===== src/include/rspc_pkg.sv =====
package rspc_pkg;

    // Register count and index width
    localparam int NUM_REGS = 17;
    localparam int IDX_W    = 5;

    // Printed offsets are register indices; byte address is four times the index
    localparam logic [7:0] OFS_ANALOG_IF  = 8'h07;
    localparam logic [7:0] OFS_DIV_TOP    = 8'h08;
    localparam logic [7:0] OFS_DIV_UMID   = 8'h09;
    localparam logic [7:0] OFS_DIV_LMID   = 8'h0A;
    localparam logic [7:0] OFS_DIV_LOW    = 8'h0B;
    localparam logic [7:0] OFS_CH_STEP    = 8'h0C;
    localparam logic [7:0] OFS_DIGITAL_IF = 8'h0D;
    localparam logic [7:0] OFS_TRIM_HIGH  = 8'h0E;
    localparam logic [7:0] OFS_TRIM_LOW   = 8'h0F;
    localparam logic [7:0] OFS_SLOT_EIGHT = 8'h10;
    localparam logic [7:0] OFS_SLOT_SEVEN = 8'h11;
    localparam logic [7:0] OFS_SLOT_SIX   = 8'h12;
    localparam logic [7:0] OFS_SLOT_FIVE  = 8'h13;
    localparam logic [7:0] OFS_SLOT_FOUR  = 8'h14;
    localparam logic [7:0] OFS_SLOT_SEL   = 8'h18;
    localparam logic [7:0] OFS_SETUP_REF  = 8'h9E;
    localparam logic [7:0] OFS_SETUP_SPL  = 8'h9F;

    // Reset values, reserved bits included
    localparam logic [7:0] RST_ANALOG_IF  = 8'hA3;
    localparam logic [7:0] RST_DIV_TOP    = 8'h0C;
    localparam logic [7:0] RST_DIV_UMID   = 8'h84;
    localparam logic [7:0] RST_DIV_LMID   = 8'hEC;
    localparam logic [7:0] RST_DIV_LOW    = 8'h51;
    localparam logic [7:0] RST_CH_STEP    = 8'hFC;
    localparam logic [7:0] RST_DIGITAL_IF = 8'hA3;
    localparam logic [7:0] RST_ZERO       = 8'h00;
    localparam logic [7:0] RST_SLOT_EIGHT = 8'h03;
    localparam logic [7:0] RST_SLOT_SEVEN = 8'h0E;
    localparam logic [7:0] RST_SLOT_SIX   = 8'h1A;
    localparam logic [7:0] RST_SLOT_FIVE  = 8'h25;
    localparam logic [7:0] RST_SLOT_FOUR  = 8'h35;
    localparam logic [7:0] RST_SLOT_SEL   = 8'h07;
    localparam logic [7:0] RST_SETUP_REF  = 8'h5B;
    localparam logic [7:0] RST_SETUP_SPL  = 8'h20;

    // Writable bits; the rest read back their reset value
    localparam logic [7:0] MSK_FULL      = 8'hFF;
    localparam logic [7:0] MSK_NIBBLE    = 8'h0F;
    localparam logic [7:0] MSK_LEVEL     = 8'h7F;
    localparam logic [7:0] MSK_SLOT_SEL  = 8'h07;
    localparam logic [7:0] MSK_SETUP_REF = 8'h86;
    localparam logic [7:0] MSK_SETUP_SPL = 8'h80;

    localparam logic [NUM_REGS-1:0][7:0] REG_OFS = {
        OFS_SETUP_SPL, OFS_SETUP_REF, OFS_SLOT_SEL, OFS_SLOT_FOUR, OFS_SLOT_FIVE,
        OFS_SLOT_SIX, OFS_SLOT_SEVEN, OFS_SLOT_EIGHT, OFS_TRIM_LOW, OFS_TRIM_HIGH,
        OFS_DIGITAL_IF, OFS_CH_STEP, OFS_DIV_LOW, OFS_DIV_LMID, OFS_DIV_UMID,
        OFS_DIV_TOP, OFS_ANALOG_IF};
    localparam logic [NUM_REGS-1:0][7:0] REG_RST = {
        RST_SETUP_SPL, RST_SETUP_REF, RST_SLOT_SEL, RST_SLOT_FOUR, RST_SLOT_FIVE,
        RST_SLOT_SIX, RST_SLOT_SEVEN, RST_SLOT_EIGHT, RST_ZERO, RST_ZERO,
        RST_DIGITAL_IF, RST_CH_STEP, RST_DIV_LOW, RST_DIV_LMID, RST_DIV_UMID,
        RST_DIV_TOP, RST_ANALOG_IF};
    localparam logic [NUM_REGS-1:0][7:0] REG_MSK = {
        MSK_SETUP_SPL, MSK_SETUP_REF, MSK_SLOT_SEL, MSK_LEVEL, MSK_LEVEL,
        MSK_LEVEL, MSK_LEVEL, MSK_LEVEL, MSK_FULL, MSK_NIBBLE,
        MSK_FULL, MSK_FULL, MSK_FULL, MSK_FULL, MSK_FULL,
        MSK_FULL, MSK_FULL};

    // Field positions
    localparam int SPLIT_BIT  = 7;
    localparam int REFERENCE_HALVER_BIT = 7;
    localparam int VCO_L_BIT  = 2;
    localparam int VCO_H_BIT  = 1;

    // Split times in picoseconds, selected by the split bit
    localparam int TSPLIT_SHORT_PS = 1750;
    localparam int TSPLIT_LONG_PS  = 3470;

    // Band select codes and their divide factors
    localparam logic [2:0] BAND_HIGH    = 3'h1;
    localparam logic [2:0] BAND_MIDDLE  = 3'h3;
    localparam logic [2:0] BAND_LOW     = 3'h4;
    localparam logic [2:0] BAND_VLOW    = 3'h5;
    localparam logic [5:0] FACTOR_HIGH  = 6'h06;
    localparam logic [5:0] FACTOR_MID   = 6'h0C;
    localparam logic [5:0] FACTOR_LOW   = 6'h10;
    localparam logic [5:0] FACTOR_VLOW  = 6'h20;
    localparam logic [5:0] FACTOR_NONE  = 6'h00;

    // Settings handed to the analog and digital consumers
    typedef struct packed {
        logic             split_time_select;
        logic             reference_halver;
        logic             low_oscillator_enable;
        logic             high_oscillator_enable;
        logic [2:0]       pump_current_code;
        logic [25:0]      pll_divider_word;
        logic [2:0]       band_divide_select;
        logic [7:0]       channel_step_value;
        logic [7:0]       analog_if_value;
        logic [7:0]       digital_if_value;
        logic [11:0]      carrier_trim_value;
        logic [4:0][6:0]  power_levels;
        logic [2:0]       final_power_slot_index;
    } rspc_synth_cfg_type;

    // Address decode result
    typedef struct packed {
        logic             hit;
        logic [IDX_W-1:0] idx;
    } rspc_decode_type;

endpackage


===== src/rtl/rspc_regs.sv =====
// Register access over APB was left to the implementer.
`timescale 1ns/10ps
// Summary of operation
// (RULE1) Split-time select bit, reset zero
// (RULE2) Reference halver bit, reset zero
// (RULE3) Divider word assembled from four registers
// (RULE4) Pump current code in top register
// (RULE5) Band select picks out-of-loop divide factor
// (RULE6) Channel step value, reset 0xFC
// (RULE7) Separate analog and digital IF settings
// (RULE8) Twelve-bit signed carrier trim, reset zero
// (RULE9) Power slots eight to four, seven bits
// (RULE10) Final power slot index, reset 111
// (RULE11) Software writes reserved bits with reset values
// (RULE12) Read-write fields read back last write
module rspc_regs #(
    parameter int ADDR_WIDTH = 10
) (
    input  wire logic                      pclk,
    input  wire logic                      presetn,
    input  wire logic                      psel,
    input  wire logic                      penable,
    input  wire logic                      pwrite,
    input  wire logic [ADDR_WIDTH-1:0]     paddr,
    input  wire logic [31:0]               pwdata,
    input  wire logic [3:0]                pstrb,
    output logic      [31:0]               prdata,
    output logic                           pready,
    output logic                           pslverr,
    output rspc_pkg::rspc_synth_cfg_type   synth_cfg,
    output logic      [5:0]                band_divide_factor
);

    // Highest index 0x9F needs byte address 0x27C
    if (ADDR_WIDTH < 10)
    begin : g_addr_too_narrow
        $error("ADDR_WIDTH must be at least 10");
    end

    // Byte address wider than the bus data word is not served
    if (ADDR_WIDTH > 32)
    begin : g_addr_too_wide
        $error("ADDR_WIDTH must be at most 32");
    end

    // Storage index must reach every register
    if ((1 << rspc_pkg::IDX_W) < rspc_pkg::NUM_REGS)
    begin : g_idx_too_narrow
        $error("IDX_W too small for NUM_REGS");
    end

    // Unpacked so that each register has its own driving process
    logic [7:0]                         reg_ff [rspc_pkg::NUM_REGS];
    logic [31:0]                        prdata_ff;
    logic                               pready_ff;
    logic                               pslverr_ff;
    logic [5:0]                         factor_ff;

    // Decode of the current address and qualifiers of the transfer
    rspc_pkg::rspc_decode_type          dec;
    logic                               acc_first;
    logic                               wr_en;
    logic [7:0]                         nxt_rdata;

    // Word index match; bits above the index must be zero
    function automatic logic is_at(input logic [ADDR_WIDTH-1:0] addr, input logic [7:0] ofs);
        logic hit;
        hit = addr[ADDR_WIDTH-1:2] == (ADDR_WIDTH-2)'(ofs);
        return hit;
    endfunction

    // Decode chain; a miss, misaligned or unmapped, leaves hit low
    function automatic rspc_pkg::rspc_decode_type find_reg(input logic [ADDR_WIDTH-1:0] addr);
        rspc_pkg::rspc_decode_type res;
        res = '0;
        // Index order matches the reset and mask tables
        if (addr[1:0] != 2'h0)
        begin
            res.hit = 1'b0;
            res.idx = 5'h00;
        end
        else if (is_at(addr, rspc_pkg::OFS_ANALOG_IF))
        begin
            res.hit = 1'b1;
            res.idx = 5'h00;
        end
        else if (is_at(addr, rspc_pkg::OFS_DIV_TOP))
        begin
            res.hit = 1'b1;
            res.idx = 5'h01;
        end
        else if (is_at(addr, rspc_pkg::OFS_DIV_UMID))
        begin
            res.hit = 1'b1;
            res.idx = 5'h02;
        end
        else if (is_at(addr, rspc_pkg::OFS_DIV_LMID))
        begin
            res.hit = 1'b1;
            res.idx = 5'h03;
        end
        else if (is_at(addr, rspc_pkg::OFS_DIV_LOW))
        begin
            res.hit = 1'b1;
            res.idx = 5'h04;
        end
        else if (is_at(addr, rspc_pkg::OFS_CH_STEP))
        begin
            res.hit = 1'b1;
            res.idx = 5'h05;
        end
        else if (is_at(addr, rspc_pkg::OFS_DIGITAL_IF))
        begin
            res.hit = 1'b1;
            res.idx = 5'h06;
        end
        else if (is_at(addr, rspc_pkg::OFS_TRIM_HIGH))
        begin
            res.hit = 1'b1;
            res.idx = 5'h07;
        end
        else if (is_at(addr, rspc_pkg::OFS_TRIM_LOW))
        begin
            res.hit = 1'b1;
            res.idx = 5'h08;
        end
        else if (is_at(addr, rspc_pkg::OFS_SLOT_EIGHT))
        begin
            res.hit = 1'b1;
            res.idx = 5'h09;
        end
        else if (is_at(addr, rspc_pkg::OFS_SLOT_SEVEN))
        begin
            res.hit = 1'b1;
            res.idx = 5'h0A;
        end
        else if (is_at(addr, rspc_pkg::OFS_SLOT_SIX))
        begin
            res.hit = 1'b1;
            res.idx = 5'h0B;
        end
        else if (is_at(addr, rspc_pkg::OFS_SLOT_FIVE))
        begin
            res.hit = 1'b1;
            res.idx = 5'h0C;
        end
        else if (is_at(addr, rspc_pkg::OFS_SLOT_FOUR))
        begin
            res.hit = 1'b1;
            res.idx = 5'h0D;
        end
        else if (is_at(addr, rspc_pkg::OFS_SLOT_SEL))
        begin
            res.hit = 1'b1;
            res.idx = 5'h0E;
        end
        else if (is_at(addr, rspc_pkg::OFS_SETUP_REF))
        begin
            res.hit = 1'b1;
            res.idx = 5'h0F;
        end
        else if (is_at(addr, rspc_pkg::OFS_SETUP_SPL))
        begin
            res.hit = 1'b1;
            res.idx = 5'h10;
        end
        return res;
    endfunction

    // Reserved bits of a register, fixed at their reset value
    function automatic logic [7:0] fixed_bits(input logic [rspc_pkg::IDX_W-1:0] idx);
        logic [7:0] val;
        val = rspc_pkg::REG_RST[idx] & ~rspc_pkg::REG_MSK[idx];
        return val;
    endfunction

    // Readback merges stored bits with constant reserved bits
    function automatic logic [7:0] read_reg(input rspc_pkg::rspc_decode_type d, input logic [7:0] r);
        logic [7:0] val;
        val = 8'h00;
        if (d.hit)
        begin
            val = r | fixed_bits(d.idx);
        end
        return val;
    endfunction

    // Decode once; readback and write strobe share it
    assign dec       = find_reg(paddr);
    assign nxt_rdata = read_reg(dec, reg_ff[dec.idx]); // RULE12

    // First access cycle, answer not yet given
    assign acc_first = psel && penable && !pready_ff;
    // Write lands only at the edge where pready is seen high
    assign wr_en     = psel && penable && pready_ff && pwrite && dec.hit && pstrb[0];

    // One wait state: pready rises in the second access cycle
    always_ff @(posedge pclk or negedge presetn)
    begin
        if (!presetn)
            pready_ff <= 1'b0;
        else
            pready_ff <= acc_first;
    end

    // Error rides with the answer; a miss never reaches storage
    always_ff @(posedge pclk or negedge presetn)
    begin
        if (!presetn)
            pslverr_ff <= 1'b0;
        else
            pslverr_ff <= acc_first && !dec.hit;
    end

    // Read data stands in the answer cycle only, zero elsewhere
    always_ff @(posedge pclk or negedge presetn)
    begin
        if (!presetn)
            prdata_ff <= 32'h0000_0000;
        else if (acc_first && !pwrite)
            prdata_ff <= {24'h00_0000, nxt_rdata}; // RULE12
        else
            prdata_ff <= 32'h0000_0000;
    end

    // Storage holds writable bits only; reserved bits are constants
    generate
        for (genvar g = 0; g < rspc_pkg::NUM_REGS; g++)
        begin : g_reg
            // Write select for this register alone
            logic sel;
            assign sel = wr_en && dec.idx == rspc_pkg::IDX_W'(g);

            // Reserved bits are never stored, so a stray write cannot flip them
            always_ff @(posedge pclk or negedge presetn)
            begin
                if (!presetn)
                    reg_ff[g] <= rspc_pkg::REG_RST[g] & rspc_pkg::REG_MSK[g]; // RULE1 RULE2 RULE4 RULE10
                else if (sel)
                    reg_ff[g] <= pwdata[7:0] & rspc_pkg::REG_MSK[g]; // RULE12 RULE11
            end
        end
    endgenerate

    // Out-of-loop divide factor; undefined codes give zero
    function automatic logic [5:0] band_factor(input logic [2:0] code);
        logic [5:0] fac;
        case (code)
            rspc_pkg::BAND_HIGH:   fac = rspc_pkg::FACTOR_HIGH;
            rspc_pkg::BAND_MIDDLE: fac = rspc_pkg::FACTOR_MID;
            rspc_pkg::BAND_LOW:    fac = rspc_pkg::FACTOR_LOW;
            rspc_pkg::BAND_VLOW:   fac = rspc_pkg::FACTOR_VLOW;
            default:               fac = rspc_pkg::FACTOR_NONE;
        endcase
        return fac;
    endfunction

    // Divide factor registered so the output comes from a flop; lags the code by one clock
    always_ff @(posedge pclk or negedge presetn)
    begin
        if (!presetn)
            factor_ff <= rspc_pkg::FACTOR_HIGH;
        else
            factor_ff <= band_factor(reg_ff[4][2:0]); // RULE5
    end

    // Split time and reference halver
    assign synth_cfg.split_time_select      = reg_ff[16][rspc_pkg::SPLIT_BIT];  // RULE1
    assign synth_cfg.reference_halver       = reg_ff[15][rspc_pkg::REFERENCE_HALVER_BIT]; // RULE2
    // Oscillator enables share the reference setup register
    assign synth_cfg.low_oscillator_enable  = reg_ff[15][rspc_pkg::VCO_L_BIT];
    assign synth_cfg.high_oscillator_enable = reg_ff[15][rspc_pkg::VCO_H_BIT];

    // Pump code sits above the top divider bits
    assign synth_cfg.pump_current_code      = reg_ff[1][7:5]; // RULE4
    // Divider word spans four bytes; no atomic update across them
    assign synth_cfg.pll_divider_word       = {reg_ff[1][4:0], reg_ff[2], reg_ff[3], reg_ff[4][7:3]}; // RULE3
    // Band code shares the lowest divider register
    assign synth_cfg.band_divide_select     = reg_ff[4][2:0]; // RULE5

    // Channel step and the two separate IF settings
    assign synth_cfg.channel_step_value     = reg_ff[5]; // RULE6
    assign synth_cfg.analog_if_value        = reg_ff[0]; // RULE7
    assign synth_cfg.digital_if_value       = reg_ff[6]; // RULE7

    // Signed trim; the consumer sign-extends from bit 11
    assign synth_cfg.carrier_trim_value     = {reg_ff[7][3:0], reg_ff[8]}; // RULE8

    // Index 0 is slot four, index 4 is slot eight
    assign synth_cfg.power_levels           = {reg_ff[9][6:0], reg_ff[10][6:0], reg_ff[11][6:0],
                                               reg_ff[12][6:0], reg_ff[13][6:0]}; // RULE9
    // Final slot index in the low bits of its register
    assign synth_cfg.final_power_slot_index = reg_ff[14][2:0]; // RULE10

    // Band factor straight from its flop
    assign band_divide_factor = factor_ff;

    // Bus answer straight from its flops
    assign prdata             = prdata_ff;
    assign pready             = pready_ff;
    assign pslverr            = pslverr_ff;

endmodule // rspc_regs


===== config.mk =====
export PLATFORM = sky130hd
export DESIGN_NAME = rspc_regs
export DESIGN_NICKNAME = d
export VERILOG_FILES = /design/src/include/rspc_pkg.sv /design/src/rtl/rspc_regs.sv
export SDC_FILE = /design/constraint.sdc
export NUM_CORES = 1
export LEC_CHECK = 0
export BUFFER_PORTS_ARGS = -buffer_cell sky130_fd_sc_hd__buf_2
export CAP_MARGIN = 15
export CORE_MARGIN = 2
export CORE_UTILIZATION = 35
export CTS_BUF_LIST = sky130_fd_sc_hd__clkbuf_4
export DETAILED_ROUTE_END_ITERATION = 10
export GPL_TIMING_DRIVEN = 0
export SYNTH_ARGS = -nofsm -noshare
export SYNTH_HDL_FRONTEND = slang
export SYNTH_SLANG_ARGS = --single-unit

===== constraint.sdc =====
create_clock -name pclk -period 2.12 [get_ports pclk]
set_input_delay 0 -clock pclk [delete_from_list [all_inputs] [get_ports pclk]]
set_output_delay 0 -clock pclk [all_outputs]
set_load 0.1 [all_outputs]

==> impl_metrics.toml, run 1 <==
[logic_synthesis]
synth-adder-area-share = 0.00901
synth_flop_cell = "sky130_fd_sc_hd__dfrtp_1"
synth-edff-count = 0
synth.most_common_cell = "sky130_fd_sc_hd__mux2_2"
netlist_top_cells_area = "sky130_fd_sc_hd__dfrtp_1, sky130_fd_sc_hd__dfstp_2, sky130_fd_sc_hd__mux2_2"
synth-xor-area-share = 0.00252
synth.mux.area_fraction = 0.207
synth_seq_cells = 125
yosys.area.top_type_share = 0.281
netlist-cell-type-count = 67
synth_area_um2 = 6950
netlist.top_cell.by_area = "sky130_fd_sc_hd__dfrtp_1"
synthSimpleGateAreaFrac = 0.132
syn-instance-count = 628
async_reset_ff_frac = 1.00
synth_top_family_by_area = "multiplexers"
synth-warning-count = 0
syn_area_cell_um2 = 11.1
synth-compound-area-share = 0.115
synth.cells.most_frequent = "sky130_fd_sc_hd__mux2_2, sky130_fd_sc_hd__dfrtp_1, sky130_fd_sc_hd__nand2_1"
synth-seq-area-share = 0.459

[routing]
detail_route.wl_per_cell_um = 21.7
totalWireLength_um = 24400
drt_first_iter_violations = 440
drt_pass1_iterations = 5
vias = 5968
postRouteAntennaNets = 0
drcViolationCount = 0
via_per_inst = 5.30

[worst_setup_path]
worst-endpoint-arrival_ns = 2.54
crit_slowest_cell = "sky130_fd_sc_hd__a221oi_1"
cp_cell_sequence = "buf_2 -> or3_1 -> buf_6 -> o41ai_2 -> a221oi_2 -> buf_2 -> a221oi_1 -> a311oi_1 -> a311oi_1 -> a211oi_1"
endpoint_kind = "flip-flop"
criticalPathCategory = "in2reg"
worstPathMaxFanout = 10
critical_path.max_stage_delay_ns = 0.55
required_ns = 2.54
crit_path_start_kind = "primary input"

[sta]
final.setup_skew_ns = 0.0291
slew_headroom = 0.523
finalMaxSlewViolations = 0
tightestPinTransition_ns = 0.715
clock.fmax_mhz = 472
post-route-min-period_ns = 2.12
final_setup_violation_count = 0
fin_tns_setup_ns = 0
period_share = 0.999
rsz0062_at_grt = "no"
timing.final.hold_violations = 0
timing.hold.ws_ns = 0.0813

[placed_design]
placement.io_buffers = 146
place_area_um2 = 8380
globalplace.congestion = 0.945
place.detailed.hpwl_um = 17500

[cells_and_area]
design_area_um2 = 9050
area.growth.synth_to_final_pct = 30.3
final_util = 0.465
insertedDiodeCount = 0
number_of_nets_in_the_final_layout = 904
share_of_cells_above_drive_strength_1 = 0.533

[clock_tree]
clkTransAtPathRegs_ns = 0.11
cts-buffers-inserted = 17
clockBufferDepth = 2
numClockSinks = 125
insertion_delay_ns = 0.58
cts_tree = "built"
clk_root_buffer_cell = "sky130_fd_sc_hd__clkbuf_4"
cts_max_level = 4

[pwr]
net-switching-power_uw = 1390
power_per_cell_area_nw_per_um2 = 497
cellInternalPower_uw = 3110
leakage_uw = 0.00438
sequential_group_share_of_total_power = 0.533
switching_share = 0.310
power.clock.fraction = 0.334
share_comb_of_total_power = 0.133
design_power_total_uw = 4500
peakVddDrop_mv = 0.304

[floorplan]
core.rowCount = 51
boundaryPins = 201
initial_utilization = 0.357
fp.dieH_um = 145
dieArea_um2 = 21000
core_area_um2 = 19500
dieWidth_um = 145

[run_status]
status = "completed"

[global_route]
grt_antenna_before_repair = 0
grt_pass1_vias = 5802
grt_pass1_wl_um = 35900
grt-ovfl-total = 0
grt.total_usage = 0.236
grt_start_max_net_pins = 95

[min_path]
hold_path.class = "in2reg"

[flow_run]
timing.max_cap.violations = 0
[cell families (layout without fill, tap and decap cells)]
family	count (synthesis)	in the layout
AND/OR/NAND/NOR	172	172
multiplexers	127	127
flip-flops	125	125
AO/OA/AOI/OAI	110	110
buffers and inverters	86	295
adder cells (fa/ha/maj)	5	5
XOR/XNOR	2	2
other	1	25
[layout by cell type (no fill, tap or decap), drive strengths merged, types with 6 or more instances in the layout]
| cell | n |
|---|---|
| nand4 | 9 |
| dfstp | 47 |
| nor2 | 12 |
| o211ai | 15 |
| clkinv | 8 |
| and2 | 6 |
| conb | 25 |
| mux2 | 113 |
| o21ai | 22 |
| a21oi | 16 |
| dlygate4sd3 | 16 |
| dfrtp | 78 |
| mux2i | 14 |
| nand3 | 24 |
| nand2 | 58 |
| clkbuf | 36 |
| nor3 | 12 |
| inv | 8 |
| a211oi | 9 |
| a31oi | 9 |
| and3 | 22 |
| buf | 221 |
[layer usage]
layer	vias to the layer above	wire (um)	GRT usage	part of all wire
met5	-	0	0	0
met4	0	563	0.0766	0.023
met3	36	1940	0.0648	0.079
met2	262	11200	0.366	0.46
met1	2963	10800	0.321	0.44
li1	2707	-	-	-
[layout make-up]
class	count	area, um^2
sequential	125	3190
tap	265	332
multi-input combinational	441	3590
inverter	8	35.0
clock inverter	14	104
buffer	77	614
clock buffer	18	135
timing repair buffer	178	1050
fill	1883	10400
[sequential cells by signal (all words and copies together) (netlist names)]
name	count
synth_cfg	110
band_divide_factor	5
pready	1
prdata	8
pslverr	1
[timing repair]
| item | CTS | global route |
|---|---|---|
| resized for setup | 16 | 25 |
| endpoints found under the hold margin | 134 | 0 |
| endpoints found under the setup margin | 93 | 42 |
| buffers inserted | 3 | 11 |
| pin swaps | 3 | 12 |
| hold buffers | 16 | 0 |
[worst paths after layout]
check | startpoint | endpoint | slack, ns | cells past startpoint
max reg2reg | pready | synth_cfg[42] | 0.10 | 7
min reg2reg | synth_cfg[75] | band_divide_factor[1] | 0.51 | 1
max | paddr[7] | prdata[3] | 0.003 | 10
min in group asynchronous | presetn | synth_cfg[101] | 0.53 | 3
max in group asynchronous | presetn | synth_cfg[43] | 0.70 | 5
min | paddr[3] | synth_cfg[109] | 0.08 | 5
[stage by stage]
stage	setup WS, ns	cells
global route	0.00357	1126
floorplan	-0.111	652
global placement	-0.943	1063
detailed placement	-0.902	1064
CTS	-0.0176	1115
finish	0.00290	1126
[critical path: cells and delay by family]
family                 cells  cell delay (ns)
and+or+nand+nor            1             0.39
buffers and inverters      3             0.53
AOI/OAI and AO/OA          6             1.61
[power by group through the flow]
stage	logic (uW)	registers, uW	clock network (uW)
finish	600	2400	1500
global route	635	2400	1650
CTS	580	2400	1540
detailed placement	547	2440	0
global placement	540	2440	0
floorplan	362	2460	0
Power figures use the tool's default switching activity.
==> run 2, diff against run 1 <==
--- a/config.mk
+++ b/config.mk
@@ -12,6 +12,7 @@
 export CTS_BUF_LIST = sky130_fd_sc_hd__clkbuf_4
 export DETAILED_ROUTE_END_ITERATION = 10
 export GPL_TIMING_DRIVEN = 0
+export REMOVE_ABC_BUFFERS = 1
 export SYNTH_ARGS = -nofsm -noshare
 export SYNTH_HDL_FRONTEND = slang
 export SYNTH_SLANG_ARGS = --single-unit
==> run 2 against run 1 <==
  * The flow now finishes with violations (negative setup slack)
  * Global-route usage is 2.0 points lower
  * Fmax is 1.1% lower
  * Clock skew is 0.0077 ns lower
  * Via count is 3.4% lower
  * Total power is 13% higher
  * Routed wire length is 7.2% lower
==> impl_metrics.toml, run 2 (same netlist as run 1, synthesis figures left out) <==
[placed_design]
place.detailed.hpwl_um = 15400
place_worst_setup_slack_ns = -1.48
globalplace.congestion = 0.893
placement.io_buffers = 148

[sta]
period_share = 1.01
timing.hold.ws_ns = 0.0664
final.setup_skew_ns = 0.0213
final_setup_violation_count = 8
tightestPinTransition_ns = 0.768
timing.final.hold_violations = 0
post-route-min-period_ns = 2.14
clock.fmax_mhz = 467
slew_headroom = 0.474
post-route-worst-setup-slack_ns = -0.0216
finalMaxSlewViolations = 0
rsz0062_at_grt = "yes"

[worst_setup_path]
worst-endpoint-arrival_ns = 2.59
worstPathMaxFanout = 19
worst_r2r_path_depth = 6
crit_path_start_kind = "primary input"
endpoint_kind = "flip-flop"
criticalPathCategory = "in2reg"
reg2reg_slack_ns = 0.08
required_ns = 2.56

[routing]
detail_route.wl_per_cell_um = 21.5
dr_wl_met2_um = 10400
route.met3.wl_um = 1870
drt_pass1_iterations = 4
vias = 5766
via_per_inst = 5.48
maxUsedRoutingLayer = "met4"
drt_first_iter_violations = 399
totalWireLength_um = 22700
detail_route.wirelength.met1_um = 10000
postRouteAntennaNets = 0
drcViolationCount = 0

[cells_and_area]
most_common_cell_after_layout_fill_and_taps_aside = "sky130_fd_sc_hd__buf_2"
insertedDiodeCount = 0
final_util = 0.446
area.growth.synth_to_final_pct = 24.8
number_of_nets_in_the_final_layout = 831
largest_register_ffs = 110
most-common-layout-cells = "sky130_fd_sc_hd__buf_2, sky130_fd_sc_hd__mux2_2, sky130_fd_sc_hd__dfrtp_1"
share_of_cells_above_drive_strength_1 = 0.520

[clock_tree]
cts-buffers-inserted = 17
clk_root_buffer_cell = "sky130_fd_sc_hd__clkbuf_4"
numClockSinks = 125
cts_tree = "built"
clkTransAtPathRegs_ns = 0.12
insertion_delay_ns = 0.55
cts_max_level = 4
clockBufferDepth = 2

[pwr]
leakage_uw = 0.00411
power_per_cell_area_nw_per_um2 = 587
peakVddDrop_mv = 0.514

[global_route]
grt_pass1_vias = 5447
grt.total_usage = 0.216
grt-ovfl-total = 0
grt_pass1_wl_um = 33500
grt_start_max_net_pins = 88
grt_antenna_before_repair = 0

[floorplan]
dieWidth_um = 145
dieArea_um2 = 21000
initial_utilization = 0.357
core.rowCount = 51
boundaryPins = 201
fp.dieH_um = 145
core_area_um2 = 19500

[run_status]
status = "finished with violations"
violations = "negative setup slack"

[min_path]
hold_path.class = "in2async"

[flow_run]
timing.max_cap.violations = 0
[run 2: path summary, 6_finish.rpt]
| check | from | endpoint |
|---|---|---|
| worst min-delay path | presetn | synth_cfg[59] |
| worst max-delay path | paddr[2] | synth_cfg[98] |
| worst min register to register | synth_cfg[47] | synth_cfg[47] |
| worst max register to register | pready | synth_cfg[23] |
| min in group pclk | paddr[1] | synth_cfg[109] |
| max in group asynchronous | presetn | synth_cfg[0] |
[run 2: layer usage]
layer,vias up,track usage
met5,-,0
met4,0,0.0588
met3,28,0.0586
met2,269,0.329
met1,2909,0.303
li1,2560,-
[run 2: area by class of cell]
type	count	area (um^2)
inverter	8	42.5
multi-input combinational	442	3640
clock buffer	18	135
clock inverter	14	240
fill	1890	10800
timing repair buffer	181	1090
tap	265	332
sequential	125	3190
[run 2: what timing repair did]
| action | in CTS | in global routing |
|---|---|---|
| setup endpoints to repair | 118 | 79 |
| gates cloned | 0 | 1 |
| hold buffers | 15 | 0 |
| setup buffers | 4 | 10 |
| gates resized for setup | 60 | 23 |
| endpoints found under the hold margin | 207 | 0 |
| pin swaps | 4 | 6 |
[run 2: through the flow]
stage	power, uW	cell area (um^2)	TNS, ns	instances
6_report	5090	8670	-0.0833	1053
5_1_grt	5280	8670	-0.444	1053
4_1_cts	5110	8490	-0.149	1042
3_5_place_dp	2920	7680	-154.54	991
3_3_place_gp	2910	7610	-319.69	987
2_1_floorplan	2740	6540	-100.75	574
[run 2: where the power goes]
group          leakage (uW)  switching (uW)  internal, uW  total, uW
sequential          0.00157            2.99          2390       2400
combinational       0.00235             452           108        560
clock              0.000194             948          1190       2140
total               0.00411            1400          3690       5090
[run 2: worst max-delay path, stage by stage]
cell	delay (ns)
sky130_fd_sc_hd__buf_2	0.26
sky130_fd_sc_hd__and4b_1	0.25
sky130_fd_sc_hd__o211ai_2	0.34
sky130_fd_sc_hd__o311ai_4	0.16
sky130_fd_sc_hd__buf_4	0.19
sky130_fd_sc_hd__buf_4	0.16
sky130_fd_sc_hd__and2_4	0.25
sky130_fd_sc_hd__nor3_4	0.27
sky130_fd_sc_hd__and3_4	0.34
sky130_fd_sc_hd__mux2_2	0.35
==> run 3, diff against run 2 <==
--- a/config.mk
+++ b/config.mk
@@ -12,6 +12,7 @@
 export CTS_BUF_LIST = sky130_fd_sc_hd__clkbuf_4
 export DETAILED_ROUTE_END_ITERATION = 10
 export GPL_TIMING_DRIVEN = 0
+export PLACE_DENSITY = 0.63
 export REMOVE_ABC_BUFFERS = 1
 export SYNTH_ARGS = -nofsm -noshare
 export SYNTH_HDL_FRONTEND = slang
==> run 3 against run 2 <==
  * Combinational power down 3%
  * Die area is the same
  * The flow still finishes with violations (negative setup slack)
  * Critical endpoint is now synth_cfg[52]
  * Sequential power hardly changed
  * Fmax grew 1.0%
  * Sequential cell count is the same
==> impl_metrics.toml, run 3 (same netlist as run 1, synthesis figures left out) <==
[run_status]
status = "finished with violations"
violations = "negative setup slack"

[cells_and_area]
insertedDiodeCount = 0
share_of_cells_above_drive_strength_1 = 0.522
area.growth.synth_to_final_pct = 23.5
area.sequential_um2 = 3190
most_common_cell_after_layout_fill_and_taps_aside = "sky130_fd_sc_hd__buf_2"
layout.filler_cells = 1894
most-common-layout-cells = "sky130_fd_sc_hd__buf_2, sky130_fd_sc_hd__mux2_2, sky130_fd_sc_hd__dfrtp_1"
multiInputGateArea_um2 = 3640
largest_register_ffs = 110
number_of_nets_in_the_final_layout = 826
stdcell_count = 1048

[clock_tree]
cts_max_level = 4
clkTransAtPathRegs_ns = 0.15
insertion_delay_ns = 0.57
clk_root_buffer_cell = "sky130_fd_sc_hd__clkbuf_4"
cts_tree = "built"
cts-buffers-inserted = 17
clockBufferDepth = 2
numClockSinks = 125

[global_route]
groute.layer.met3.usage = 0.0619
grt_start_max_net_pins = 65
grt_pass1_vias = 5462
grt_pass1_wl_um = 33000
global_route.usage.met1 = 0.294
grt_antenna_before_repair = 0
grt.total_usage = 0.213
grt.busiest_layer = "met2"
grtUsageMet2 = 0.324
grt-ovfl-total = 0

[worst_setup_path]
required_ns = 2.55
criticalPathCategory = "in2reg"
crit_path_start_kind = "primary input"
endpoint_kind = "flip-flop"
worstPathMaxFanout = 13
worst-endpoint-arrival_ns = 2.55
reg2reg_slack_ns = 0.09

[sta]
final.setup_skew_ns = 0.0305
clock.fmax_mhz = 472
post-route-min-period_ns = 2.12
slew_headroom = 0.414
finalMaxSlewViolations = 0
timing.hold.ws_ns = 0.0900
rsz0062_at_grt = "yes"
period_share = 1.00
timing.final.hold_violations = 0
tightestPinTransition_ns = 0.857
post-route-worst-setup-slack_ns = -0.000417
final_setup_violation_count = 1
fin_tns_setup_ns = -0.000417

[placed_design]
globalplace.congestion = 0.907
placement.io_buffers = 148
place.detailed.hpwl_um = 15400
place_worst_setup_slack_ns = -1.45
placedCellCount = 991

[pwr]
leakage_uw = 0.00407
peakVddDrop_mv = 0.314
power_per_cell_area_nw_per_um2 = 571

[routing]
via_per_inst = 5.52
detail_route.wl_per_cell_um = 21.6
postRouteAntennaNets = 0
drcViolationCount = 0
drt_pass1_iterations = 5
drt_first_iter_violations = 419
totalWireLength_um = 22600
vias = 5781

[floorplan]
boundaryPins = 201
core_area_um2 = 19500
dieArea_um2 = 21000
dieWidth_um = 145
core.rowCount = 51
fp.dieH_um = 145
initial_utilization = 0.357

[flow_run]
timing.max_cap.violations = 0

[min_path]
hold_path.class = "in2async"
==> run 3: timing repair <==
action	4_1_cts	5_1_grt
setup endpoints to repair	118	111
resized for setup	48	30
hold buffers	15	0
cloned	0	1
pin swaps	2	7
buffers inserted	3	6
endpoints found under the hold margin	219	0
==> run 3: area by class of cell <==
cell class | instances | share of cell area
inverters | 8 | 0.00438
repair buffers | 176 | 0.121
flip-flops and latches | 125 | 0.372
clock buffers | 17 | 0.0149
well taps | 265 | 0.0387
clock inverters | 15 | 0.0247
multi-input cells | 442 | 0.425
==> run 3: stage by stage <==
| stage | total power, uW | cell area, um^2 | utilization |
|---|---|---|---|
| after global placement | 2910 | 7610 | 0.391 |
| after floorplan | 2740 | 6540 | - |
| final | 4900 | 8580 | 0.441 |
| after detailed placement | 2920 | 7680 | 0.395 |
| after global routing | 5070 | 8580 | 0.441 |
| after CTS | 4930 | 8360 | 0.430 |
==> run 3: final timing paths <==
path | to | startpoint | cells after the start
worst max-delay path | synth_cfg[52] | paddr[3] | 9
worst min-delay path | synth_cfg[58] | presetn | 2
worst max register to register | synth_cfg[52] | pready | 6
worst min register to register | pready | pready | 1
max in group asynchronous | synth_cfg[51] | presetn | 3
min in group pclk | prdata[0] | paddr[0] | 5
==> run 3: worst max-delay path, cell delays in order <==
cell                       delay (ns)
sky130_fd_sc_hd__buf_2           0.29
sky130_fd_sc_hd__and2_2          0.29
sky130_fd_sc_hd__xnor2_1         0.14
sky130_fd_sc_hd__o311ai_4        0.41
sky130_fd_sc_hd__buf_4           0.19
sky130_fd_sc_hd__o211ai_2        0.23
sky130_fd_sc_hd__nor3_2          0.30
sky130_fd_sc_hd__and3_4          0.34
sky130_fd_sc_hd__mux2_2          0.35
==> run 3: power by group <==
group,internal [uW],total (uW),switching [uW]
Sequential,2390,2400,2.40
Combinational,99.3,545,446
Clock,956,1960,1010
Total,3450,4900,1450
==> run 3: routing by layer <==
layer / wire length (um) / vias up
met5: 0 / -
met4: 665 / 0
met3: 2030 / 46
met2: 10300 / 305
met1: 9640 / 2887
li1: - / 2543
